File: config.mk
export PLATFORM = sky130hd
export DESIGN_NAME = cell_voltage_alert_registers
export DESIGN_NICKNAME = d
export VERILOG_FILES = /design/src/hw/cell_voltage_alert_registers.v
export VERILOG_INCLUDE_DIRS = /design/src /design/src/hw
export SDC_FILE = /design/constraint.sdc
export NUM_CORES = 1
export LEC_CHECK = 0
export BUFFER_PORTS_ARGS = -buffer_cell sky130_fd_sc_hd__buf_2
export CORE_MARGIN = 3
export CORE_UTILIZATION = 48
export DETAILED_ROUTE_END_ITERATION = 8
export PLACE_DENSITY = 0.76
export SYNTH_ARGS = -nofsm -noshare
export SYNTH_HDL_FRONTEND = slang
export SYNTH_SLANG_ARGS = --single-unit
File: constraint.sdc
create_clock -name clock -period 2.6 [get_ports clock]
set_input_delay 0.13 -clock clock [delete_from_list [all_inputs] [get_ports clock]]
set_output_delay 0.13 -clock clock [all_outputs]
set_load 0.05 [all_outputs]
File: src/hw/cell_alert_consts.vh
// constants for the per-cell voltage alert register bank
`ifndef CELL_ALERT_CONSTS_VH
`define CELL_ALERT_CONSTS_VH

// register indices and the byte addresses derived from them
`define IDX_COMBINED        8'h03
`define IDX_OV_FLAGS        8'h04
`define IDX_UV_FLAGS        8'h05
`define IDX_OV_ENABLE       8'h06
`define ADDR_COMBINED       8'h0c
`define ADDR_OV_FLAGS       8'h10
`define ADDR_UV_FLAGS       8'h14
`define ADDR_OV_ENABLE      8'h18
`define ADDR_INT_STATUS     8'h20
`define ADDR_INT_MASK       8'h24
`define ADDR_CELL_BASE      8'h40

// field layout
`define NUM_CELLS           12
`define CELL_MSB            11
`define CELL_SET_OV_BIT     1

// reset values
`define RST_CELL_BITS       12'h000
`define RST_RDATA           32'h00000000

// select codes from the address decoder
`define SEL_NONE            4'h0
`define SEL_COMBINED        4'h1
`define SEL_OV              4'h2
`define SEL_UV              4'h3
`define SEL_EN              4'h4
`define SEL_CELL            4'h5
`define SEL_INT_STATUS      4'h6
`define SEL_INT_MASK        4'h7

// bus responses
`define RESP_OKAY           2'h0
`define RESP_SLVERR         2'h2
`endif

File: src/hw/cell_voltage_alert_registers.v
// per-cell voltage alert register bank with an axi4-lite slave
`timescale 1ns/100ps
`include "cell_alert_consts.vh"

module cell_voltage_alert_registers (
  // clock and reset
  input  wire        clock,          // system clock, 40 MHz
  input  wire        rstn,           // synchronous reset, active low

  // cell conditions from the threshold comparators
  input  wire [11:0] ovCondition,    // per-cell overvoltage condition from comparators
  input  wire [11:0] uvCondition,    // per-cell undervoltage condition from comparators

  // write address channel
  input  wire [7:0]  s_axi_awaddr,   // byte address of the write
  input  wire        s_axi_awvalid,  // write address offered
  output reg         s_axi_awready,  // write address taken

  // write data channel
  input  wire [31:0] s_axi_wdata,    // write data, low 12 bits used
  input  wire [3:0]  s_axi_wstrb,    // byte lanes, lanes 2 and 3 ignored
  input  wire        s_axi_wvalid,   // write data offered
  output reg         s_axi_wready,   // write data taken

  // write response channel
  output reg  [1:0]  s_axi_bresp,    // okay or slave error
  output reg         s_axi_bvalid,   // response standing
  input  wire        s_axi_bready,   // response accepted

  // read address channel
  input  wire [7:0]  s_axi_araddr,   // byte address of the read
  input  wire        s_axi_arvalid,  // read address offered
  output reg         s_axi_arready,  // read address taken

  // read data channel
  output reg  [31:0] s_axi_rdata,    // read data, upper bits zero
  output reg  [1:0]  s_axi_rresp,    // okay or slave error
  output reg         s_axi_rvalid,   // read data standing
  input  wire        s_axi_rready,   // read data accepted

  // alarm notification
  output reg         irq             // level, high while an unmasked alarm is pending
);

  // register map, one aligned 32-bit word each:
  //   0x0c  combined alert, overvoltage or undervoltage per cell, read-only
  //   0x10  overvoltage flags, read-only
  //   0x14  undervoltage flags, read-only
  //   0x18  overvoltage notification enables, read-write
  //   0x20  pending overvoltage alarms, write one to clear
  //   0x24  alarm mask for the interrupt output, read-write
  //   0x40  per-cell setting words, one word per cell,
  //         bit 1 is that cell's overvoltage enable
  // bit n of every word below 0x40 belongs to cell n+1; bits 12 and up
  // read zero and drop whatever is written to them.
  // an address outside the map answers with a slave error, a write
  // to a read-only word answers okay and changes nothing.

  // stored state
  reg  [11:0] ovFlag_q;              // overvoltage alert flags
  reg  [11:0] uvFlag_q;              // undervoltage alert flags
  reg  [11:0] ovEnable_q;            // overvoltage notification enables
  reg  [11:0] ovEnable_d;
  reg  [11:0] intStatus_q;           // pending overvoltage alarms, sticky
  wire [11:0] intStatus_d;           // next pending alarms, one assign per cell
  reg  [11:0] intMask_q;             // interrupt mask
  reg  [11:0] intMask_d;
  reg  [7:0]  awAddr_q;              // held write address
  reg         awHeld_q;              // write address taken
  reg  [31:0] wData_q;               // held write data
  reg  [3:0]  wStrb_q;               // held byte strobes
  reg         wHeld_q;               // write data taken

  // write strobe and decode of the held write
  // a held write is carried out once both halves are in and the last
  // response has gone, so the update and bvalid land on the same edge
  wire        doWrite = awHeld_q & wHeld_q & ~s_axi_bvalid;
  wire [3:0]  wrSel   = regSel(awAddr_q);
  wire [3:0]  wrCell  = cellOf(awAddr_q);
  wire [3:0]  rdSel   = regSel(s_axi_araddr);
  wire [3:0]  rdCell  = cellOf(s_axi_araddr);

  // new overvoltage events: flag about to rise
  // measured against the registered flag, so a standing condition raises one alarm
  wire [11:0] ovRise  = ovCondition & ~ovFlag_q;

  // decode an address into a register select code
  function [3:0] regSel;
    input [7:0] a;
    begin
      // anything off a word boundary is refused
      if (a[1:0] != 2'h0) begin
        regSel = `SEL_NONE;
      // combined alert word
      end else if (a == `ADDR_COMBINED) begin
        regSel = `SEL_COMBINED;
      // overvoltage flags
      end else if (a == `ADDR_OV_FLAGS) begin
        regSel = `SEL_OV;
      // undervoltage flags
      end else if (a == `ADDR_UV_FLAGS) begin
        regSel = `SEL_UV;
      // notification enables
      end else if (a == `ADDR_OV_ENABLE) begin
        regSel = `SEL_EN;
      // pending alarms
      end else if (a == `ADDR_INT_STATUS) begin
        regSel = `SEL_INT_STATUS;
      // alarm mask
      end else if (a == `ADDR_INT_MASK) begin
        regSel = `SEL_INT_MASK;
      // 0x40 to 0x6c: one setting word per cell
      end else if (a[7:6] == 2'h1 && a[5:2] < 4'hc) begin
        regSel = `SEL_CELL;
      // everything else is outside the map
      end else begin
        regSel = `SEL_NONE;
      end
    end
  endfunction

  // cell index of a per-cell setting register address
  // only meaningful once the decoder has chosen a setting word
  function [3:0] cellOf;
    input [7:0] a;
    begin
      cellOf = a[5:2];
    end
  endfunction

  // merge a 16-bit write into a 12-bit field; upper bits dropped
  // lane 0 carries cells 1 to 8, lane 1 cells 9 to 12
  function [11:0] mergeLow;
    input [11:0] old;
    input [31:0] d;
    input [3:0]  s;
    begin
      mergeLow[7:0]  = s[0] ? d[7:0]  : old[7:0];
      mergeLow[11:8] = s[1] ? d[11:8] : old[11:8];
    end
  endfunction

  // next value of the notification enables, from either access path
  always @* begin
    ovEnable_d = ovEnable_q;
    if (doWrite && wrSel == `SEL_EN) begin
      // whole-word write to the enable register
      ovEnable_d = mergeLow(ovEnable_q, wData_q, wStrb_q);
    end else if (doWrite && wrSel == `SEL_CELL && wStrb_q[0]) begin
      // one bit through that cell's setting word
      ovEnable_d[wrCell] = wData_q[`CELL_SET_OV_BIT];
    end
  end

  // next value of the interrupt mask
  // only the low twelve bits are stored
  always @* begin
    intMask_d = intMask_q;
    if (doWrite && wrSel == `SEL_INT_MASK) begin
      intMask_d = mergeLow(intMask_q, wData_q, wStrb_q);
    end
  end

  // pending alarm per cell: set wins over clear, enable zero clears
  // an event and a write-one-to-clear in one cycle leave the bit set,
  // so a fresh overvoltage is never lost behind a late clear
  genvar g;
  generate
    for (g = 0; g < `NUM_CELLS; g = g + 1) begin : pendCell
      // write one to clear: lane 0 for cells 1 to 8, lane 1 for the rest
      wire clrBit = doWrite && wrSel == `SEL_INT_STATUS &&
                    (g < 8 ? wStrb_q[0] : wStrb_q[1]) && wData_q[g];
      // new event on an enabled cell
      wire setBit = ovRise[g] & ovEnable_d[g];
      // a disabled cell drops its alarm at once, an event raises it,
      // otherwise it holds until a one is written to it
      assign intStatus_d[g] = !ovEnable_d[g] ? 1'b0 :
                              setBit         ? 1'b1 :
                              intStatus_q[g] & ~clrBit;
    end
  endgenerate

  // alert flags track the conditions; host writes never touch them
  // plain copies one cycle late, blind to the enables and the mask
  always @(posedge clock) begin
    if (!rstn) begin
      ovFlag_q <= `RST_CELL_BITS;
      uvFlag_q <= `RST_CELL_BITS;
    end else begin
      ovFlag_q <= ovCondition;
      uvFlag_q <= uvCondition;
    end
  end

  // notification enables, shared by both access paths
  always @(posedge clock) begin
    if (!rstn) begin
      ovEnable_q <= `RST_CELL_BITS;  // all notifications off
    end else begin
      ovEnable_q <= ovEnable_d;
    end
  end

  // pending alarms, sticky until cleared or disabled
  always @(posedge clock) begin
    if (!rstn) begin
      intStatus_q <= `RST_CELL_BITS; // nothing pending
    end else begin
      intStatus_q <= intStatus_d;
    end
  end

  // interrupt mask, separate from the notification enables
  always @(posedge clock) begin
    if (!rstn) begin
      intMask_q <= `RST_CELL_BITS;   // every alarm masked
    end else begin
      intMask_q <= intMask_d;
    end
  end

  // interrupt output from the next state, so it rises with the alarm bit
  always @(posedge clock) begin
    if (!rstn) begin
      irq <= 1'b0;                   // quiet after reset
    end else begin
      irq <= |(intStatus_d & intMask_d);
    end
  end

  // write channels: address and data taken in either order
  // a ready comes back only when nothing is held and no response stands,
  // which keeps a single write in flight
  always @(posedge clock) begin
    if (!rstn) begin
      // nothing held, bus idle
      awAddr_q      <= 8'h00;
      awHeld_q      <= 1'b0;
      wData_q       <= 32'h00000000;
      wStrb_q       <= 4'h0;
      wHeld_q       <= 1'b0;
      s_axi_awready <= 1'b0;
      s_axi_wready  <= 1'b0;
      s_axi_bvalid  <= 1'b0;
      s_axi_bresp   <= `RESP_OKAY;
    end else begin
      // address channel
      if (s_axi_awvalid && s_axi_awready) begin
        awAddr_q      <= s_axi_awaddr;
        awHeld_q      <= 1'b1;
        s_axi_awready <= 1'b0;
      end else if (!awHeld_q && !s_axi_bvalid) begin
        s_axi_awready <= 1'b1;
      end
      // data channel
      if (s_axi_wvalid && s_axi_wready) begin
        wData_q      <= s_axi_wdata;
        wStrb_q      <= s_axi_wstrb;
        wHeld_q      <= 1'b1;
        s_axi_wready <= 1'b0;
      end else if (!wHeld_q && !s_axi_bvalid) begin
        s_axi_wready <= 1'b1;
      end
      // response once both halves are held
      if (doWrite) begin
        awHeld_q     <= 1'b0;
        wHeld_q      <= 1'b0;
        s_axi_bvalid <= 1'b1;
        // flag registers answer okay but stay unchanged
        s_axi_bresp  <= (wrSel == `SEL_NONE) ? `RESP_SLVERR : `RESP_OKAY;
      end else if (s_axi_bvalid && s_axi_bready) begin
        // response accepted, readies return next cycle
        s_axi_bvalid <= 1'b0;
      end
    end
  end

  // read channel: data one cycle after the address is taken
  // reads see the registers as they stood before the taking edge
  always @(posedge clock) begin
    if (!rstn) begin
      // nothing taken, nothing standing
      s_axi_arready <= 1'b0;
      s_axi_rvalid  <= 1'b0;
      s_axi_rdata   <= `RST_RDATA;
      s_axi_rresp   <= `RESP_OKAY;
    end else begin
      if (s_axi_arvalid && s_axi_arready) begin
        s_axi_arready <= 1'b0;
        s_axi_rvalid  <= 1'b1;
        s_axi_rresp   <= (rdSel == `SEL_NONE) ? `RESP_SLVERR : `RESP_OKAY;
        // upper bits always zero
        case (rdSel)
          // combined alert: either flag per cell
          `SEL_COMBINED: begin
            s_axi_rdata <= {20'h00000, ovFlag_q | uvFlag_q};
          end
          // overvoltage flags as they stand
          `SEL_OV: begin
            s_axi_rdata <= {20'h00000, ovFlag_q};
          end
          // undervoltage flags as they stand
          `SEL_UV: begin
            s_axi_rdata <= {20'h00000, uvFlag_q};
          end
          // notification enables
          `SEL_EN: begin
            s_axi_rdata <= {20'h00000, ovEnable_q};
          end
          // per-cell setting word: enable in bit 1 only
          `SEL_CELL: begin
            s_axi_rdata <= {30'h0, ovEnable_q[rdCell], 1'h0};
          end
          // pending alarms
          `SEL_INT_STATUS: begin
            s_axi_rdata <= {20'h00000, intStatus_q};
          end
          // alarm mask
          `SEL_INT_MASK: begin
            s_axi_rdata <= {20'h00000, intMask_q};
          end
          // unmapped: zero with a slave error
          default: begin
            s_axi_rdata <= `RST_RDATA;
          end
        endcase
      end else if (s_axi_rvalid && s_axi_rready) begin
        // data accepted, next address may come
        s_axi_rvalid  <= 1'b0;
        s_axi_arready <= 1'b1;
      end else if (!s_axi_rvalid && !s_axi_arready) begin
        // first cycle out of reset
        s_axi_arready <= 1'b1;
      end
    end
  end

endmodule

==> results of run 1 <==
[synthesized netlist by cell type, drive strengths merged, types with 4 or more instances]
cell	instances	area, sq um
nor3	17	90.1
buf	32	219
nor4	9	71.3
a31oi	4	25.0
a222oi	11	110
dfxtp	104	2080
nand2b	7	43.8
inv	13	48.8
nor2	45	169
mux2i	16	160
nand2	70	263
a22o	13	114
a22oi	13	97.6
clkbuf	20	75.1
o21a	6	45.0
nand3	10	50.1
nor2b	22	138
and3	4	25.0
a21oi	49	245
o21ai	11	55.1
and2	34	213
[power breakdown]
part	switching, W	total (W)	internal [W]	leakage, nW
Sequential	0.0000449	0.00169	0.00164	0.849
Combinational	0.000283	0.000467	0.000184	1.69
Clock	0.000583	0.000939	0.000356	0.0803
Total	0.000911	0.00309	0.00218	2.62
[layout make-up]
| cell class | count | share of cell area, % |
|---|---|---|
| clock buffer | 9 | 1.95 |
| inverter | 13 | 0.767 |
| multi-input combinational | 428 | 42.4 |
| clock inverter | 6 | 0.807 |
| sequential | 104 | 32.8 |
| tap | 133 | 2.62 |
| timing repair buffer | 170 | 18.7 |
[sequential cells by signal, summed over array words and instances (netlist names), 8 cells and up]
signal / count
awAddr_q: 8
intMask_q: 12
intStatus_q: 12
ovEnable_q: 12
ovFlag_q: 12
s_axi_rdata: 12
uvFlag_q: 12
wData_q: 12
[kinds of logic (layout without fill, tap and decap cells)]
logic type,after synthesis,after routing,synth area share (%)
flops,104,104,42.0
other cells,1,22,0.0757
xor+xnor,1,1,0.177
mux,21,21,5.05
compound gates,138,138,19.4
simple gates,246,246,26.4
buf+inv,65,198,6.92
[final timing paths]
kind	from	to
setup / recovery	awAddr_q[7]	irq
hold / removal	s_axi_awaddr[2]	awAddr_q[2]
setup reg to reg	awAddr_q[7]	irq
hold reg to reg	s_axi_bresp[1]	s_axi_bresp[1]
[layout by cell type (no fill, tap or decap), drive strengths merged, types with 17 or more instances in the layout]
| cell | synthesis | routed |
|---|---|---|
| a21oi | 49 | 49 |
| nand2 | 70 | 70 |
| nor3 | 17 | 17 |
| dlygate4sd3 | 0 | 41 |
| nor2b | 22 | 22 |
| and2 | 34 | 34 |
| dfxtp | 104 | 104 |
| buf | 32 | 129 |
| conb | 1 | 22 |
| nor2 | 45 | 45 |
[per-layer routing]
metal  vias up  part of all wire, %  global-route usage (%)
met5         -                    0                       0
met4         0                  2.9                    9.74
met3        34                  6.3                    4.20
met2       186                   49                    41.8
met1      2319                   42                    31.5
li1       2323                    -                       -
[repair_timing]
item                                    CTS  global route
gates resized for setup                   1            25
hold endpoints to repair                 41             0
setup buffers                             2             5
pin swaps                                 0             9
hold buffers                             41             0
endpoints found under the setup margin    1             1
[worst max-delay path: stages (launching register included)]
cell and delay, ps:
dfxtp_1 330, or4_4 590, buf_4 180, o221ai_4 270, nor3_1 90, buf_4 160
a311oi_2 300, nor3b_2 290, nor4_2 80, a31oi_1 150
[stage by stage]
step | cells | TNS (ps) | hold slack, ps
after CTS | 858 | 0 | 0.0885
after global routing | 863 | -49.1 | 12.7
final | 863 | 0 | 12.5
after detailed placement | 800 | -38.2 | 342
after global placement | 800 | 0 | 336
after floorplan | 597 | 0 | 252
==> results.cfg, run 1 <==
[synthesis]
synthArstFlopShare_pct = 0
synth_seq_cells = 104
syn_inst = 576
ys_types = 65
synth-edff-count = 0
syn_area_per_cell_sq_um = 8.60
syn_area_sq_um = 4960
synth_seq_area_share_pct = 42.0
ys.flop_type = dfxtp_1
yosys_warnings = 0

[global_routing]
gr-total-overflow = 0
grt_usage_pct = 24.8
grt_pass1_vias = 4522
grt_pass1_wl_um = 22400
antenna_found_initial = 0
grt_start_max_net_pins = 35

[final_layout]
nFillCells = 867
finalNetCount = 809
multi_input_area_sq_um = 2690
postLayoutCellArea_sq_um = 6360
area_delta_synth_final_pct = 28.3
diodes = 0
drive_gt1_share_pct = 24.8
regArea_sq_um = 2090
final_util_pct = 64.2

[setup_path]
path_max_fanout = 9
reg2reg_depth = 9
endpoint_kind = flip-flop
critPathKind = flip-flop to flip-flop
start_kind = flip-flop
cp.arrival_ps = 2830
reg2reg_slack_ps = 80
cp.required_ps = 2920

[floorplanning]
initial_core_util_pct = 50.0
die_h_um = 108
core.rowCount = 36
num_io_pins = 125
dieArea_sq_um = 11600
die_w_um = 108
core_sq_um = 9910

[flow_run]
max_cap_violations = 0

[timing]
finalCritPeriodShare_pct = 96.9
max_freq_mhz = 397
slew_viol_final = 0
layout_setup_ws_ps = 80.2
final-hold-violation-count = 0
fin_crit_ps = 2520
maxSlewHeadroom_pct = 65.6
setup_viol = 0
tightest_slew_ps = 516
skew_ps = 13.0
rsz0062_at_grt = true

[power_and_ir_drop]
powerDensity_nw_per_um2 = 486
vdd_drop_max_v = 0.000324
power_w = 0.00309
p_leak_nw = 2.62

[routing]
vias = 4862
drt_iter0_drc = 400
wl_per_cell_um = 16.7
via_per_inst = 5.63
drt_pass1_iterations = 5
route.detailed.drc = 0
ant_nets = 0
wirelength_um = 14400

[place]
place_area_sq_um = 5620
port_buffers = 80
globalplace.congestion = 0.936
hpwl_um = 10000
place_ws_ps = -38.2

[clock_tree]
cts_buffers = 9
h-tree-depth = 3
cts-root-buf = clkbuf_8
clockBufferDepth = 2
cts_sinks = 104
clkTransAtPathRegs_ps = 100
cts_tree = done
clk_latency_ps = 380

[hold_path]
min-delay-path-class = input port to flip-flop
hold_depth = 3

[run_status]
run_status = finished clean
No activity file was read; power rests on OpenSTA's default activity.
==> run 2, diff against run 1 <==
CTS_CLUSTER_SIZE = 24   (was unset)
REMOVE_ABC_BUFFERS = 1   (was unset)
==> run 2 against run 1 <==
Net effect: via count down 2.1%; clock skew up 1.5 ps; combinational power down 2%; design area up 0.43%; critical path depth down 1; total power up 3.6%; flip-flop and latch count unchanged; die area unchanged; non-clock buffer count down 6; sequential share of layout area down 0.12 points; maximum frequency down 2.1%; global-route usage down 1.1 points; largest cell class unchanged.
==> results.cfg, run 2 (synthesized netlist as in run 1, its figures left out) <==
[run_status]
run_status = finished clean

[final_layout]
area_delta_synth_final_pct = 28.9
regArea_sq_um = 2090
drive_gt1_share_pct = 24.4
final_cell_mix = dfxtp_1 (102), buf_2 (80), nand2_1 (70)
multi_input_area_sq_um = 2730
finalNetCount = 804
nFillCells = 869
final_cells = 859
final_common_cell = dfxtp_1
diodes = 0

[setup_path]
cp.required_ps = 2900
critPathKind = flip-flop to flip-flop
path_max_fanout = 6
start_kind = flip-flop
endpoint_kind = flip-flop
cp.arrival_ps = 2880
reg2reg_slack_ps = 30

[floorplanning]
core_sq_um = 9910
core.rowCount = 36
initial_core_util_pct = 50.0
die_h_um = 108
die_w_um = 108
dieArea_sq_um = 11600
num_io_pins = 125

[place]
globalplace.congestion = 0.933
placed_cells = 795
port_buffers = 80
hpwl_um = 9850

[timing]
setup-tns-final_ps = 0
slew_viol_final = 0
finalCritPeriodShare_pct = 99.0
skew_ps = 14.4
setup_viol = 0
holdWs_ps = 2.09
tightest_slew_ps = 688
maxSlewHeadroom_pct = 54.1
rsz0062_at_grt = true
max_freq_mhz = 389
final-hold-violation-count = 0
fin_crit_ps = 2570

[clock_tree]
cts_sinks = 104
cts_tree = done
cts-root-buf = clkbuf_8
clockBufferDepth = 2
clkTransAtPathRegs_ps = 110
h-tree-depth = 3
clk_latency_ps = 370
cts_buffers = 9

[routing]
vias = 4762
via_per_inst = 5.54
drt_pass1_iterations = 7
drt_iter0_drc = 357
ant_nets = 0
wl_per_cell_um = 15.8
wirelength_um = 13600
route.detailed.drc = 0

[global_routing]
antenna_found_initial = 0
gr-total-overflow = 0
grt_pass1_wl_um = 22000
grt_pass1_vias = 4522
grt_start_max_net_pins = 46
grt_usage_pct = 23.7

[power_and_ir_drop]
p_sw_share_pct = 28.9
clockPowerShare_pct = 33.1
power_frac_comb_pct = 14.2
p_leak_nw = 2.64
vdd_drop_max_v = 0.000292
p_int_w = 0.00228
power_switching_w = 0.000924
seq_power_share_pct = 52.6
power_w = 0.00320
powerDensity_nw_per_um2 = 501

[hold_path]
min-delay-path-class = input port to flip-flop

[flow_run]
max_cap_violations = 0
## run 2: cell types whose count changed in the layout (fill, tap and decap cells not counted), moves of 2 or more
cell           change
a21oi_2            -2
mux2i_2            -2
dfxtp_2            -2
clkinv_4           +2
mux2i_1            +2
nor4_2             -2
buf_4              -3
dlygate4sd3_1      -3
clkinvlp_4         -2
## run 2: routing by layer
layer	up-vias	global-route usage, %	share of wire (%)
met5	-	0	0
met3	21	4.32	6.4
met4	0	4.60	1.1
met2	177	41.0	48
li1	2322	-	-
met1	2242	30.9	44
## run 2: critical path, stage by stage (launching register included)
cell and delay, ps:
dfxtp_4 370, or4_4 610, buf_8 170, o221ai_4 270
nor3_1 130, buf_4 170, a211oi_1 380, a22oi_1 210
a31oi_1 200
## run 2: power by group through the flow
stage               Clock, W  Sequential, W  Combinational, W
floorplan                  0        0.00174          0.000213
global placement           0        0.00172          0.000375
detailed placement         0        0.00172          0.000381
CTS                  0.00108        0.00168          0.000432
global route         0.00115        0.00169          0.000495
finish               0.00106        0.00168          0.000456
## run 2: path summary, 6_finish.rpt
path / startpoint / to / depth (start not counted)
worst max-delay path: awAddr_q[7] / irq / 8
worst min-delay path: s_axi_awaddr[5] / awAddr_q[5] / 3
worst max register to register: awAddr_q[7] / irq / 8
worst min register to register: s_axi_bresp[1] / s_axi_bresp[1] / 2
## run 2: final cells by class
class / instances / area share (%)
inverters: 13 / 0.764
repair buffers: 164 / 17.9
well taps: 133 / 2.61
multi-input cells: 429 / 42.8
clock inverters: 7 / 1.39
clock buffers: 9 / 1.94
flip-flops and latches: 104 / 32.7
## run 2: repair_timing
item,in CTS,in global routing
hold endpoints to repair,38,0
setup buffers,1,8
pin swaps,1,8
resized for setup,3,24
cloned,0,1
endpoints found under the setup margin,1,2
hold buffers,38,0
## run 2: through the flow
| step | cell area [sq um] | setup slack (ps) | util (%) |
|---|---|---|---|
| floorplan | 4740 | -436 | - |
| global placement | 5590 | 48.6 | 56.4 |
| detailed placement | 5590 | -41.0 | 56.4 |
| CTS | 6210 | 14.9 | 62.6 |
| global route | 6390 | -66.5 | 64.5 |
| finish | 6390 | 26.4 | 64.5 |
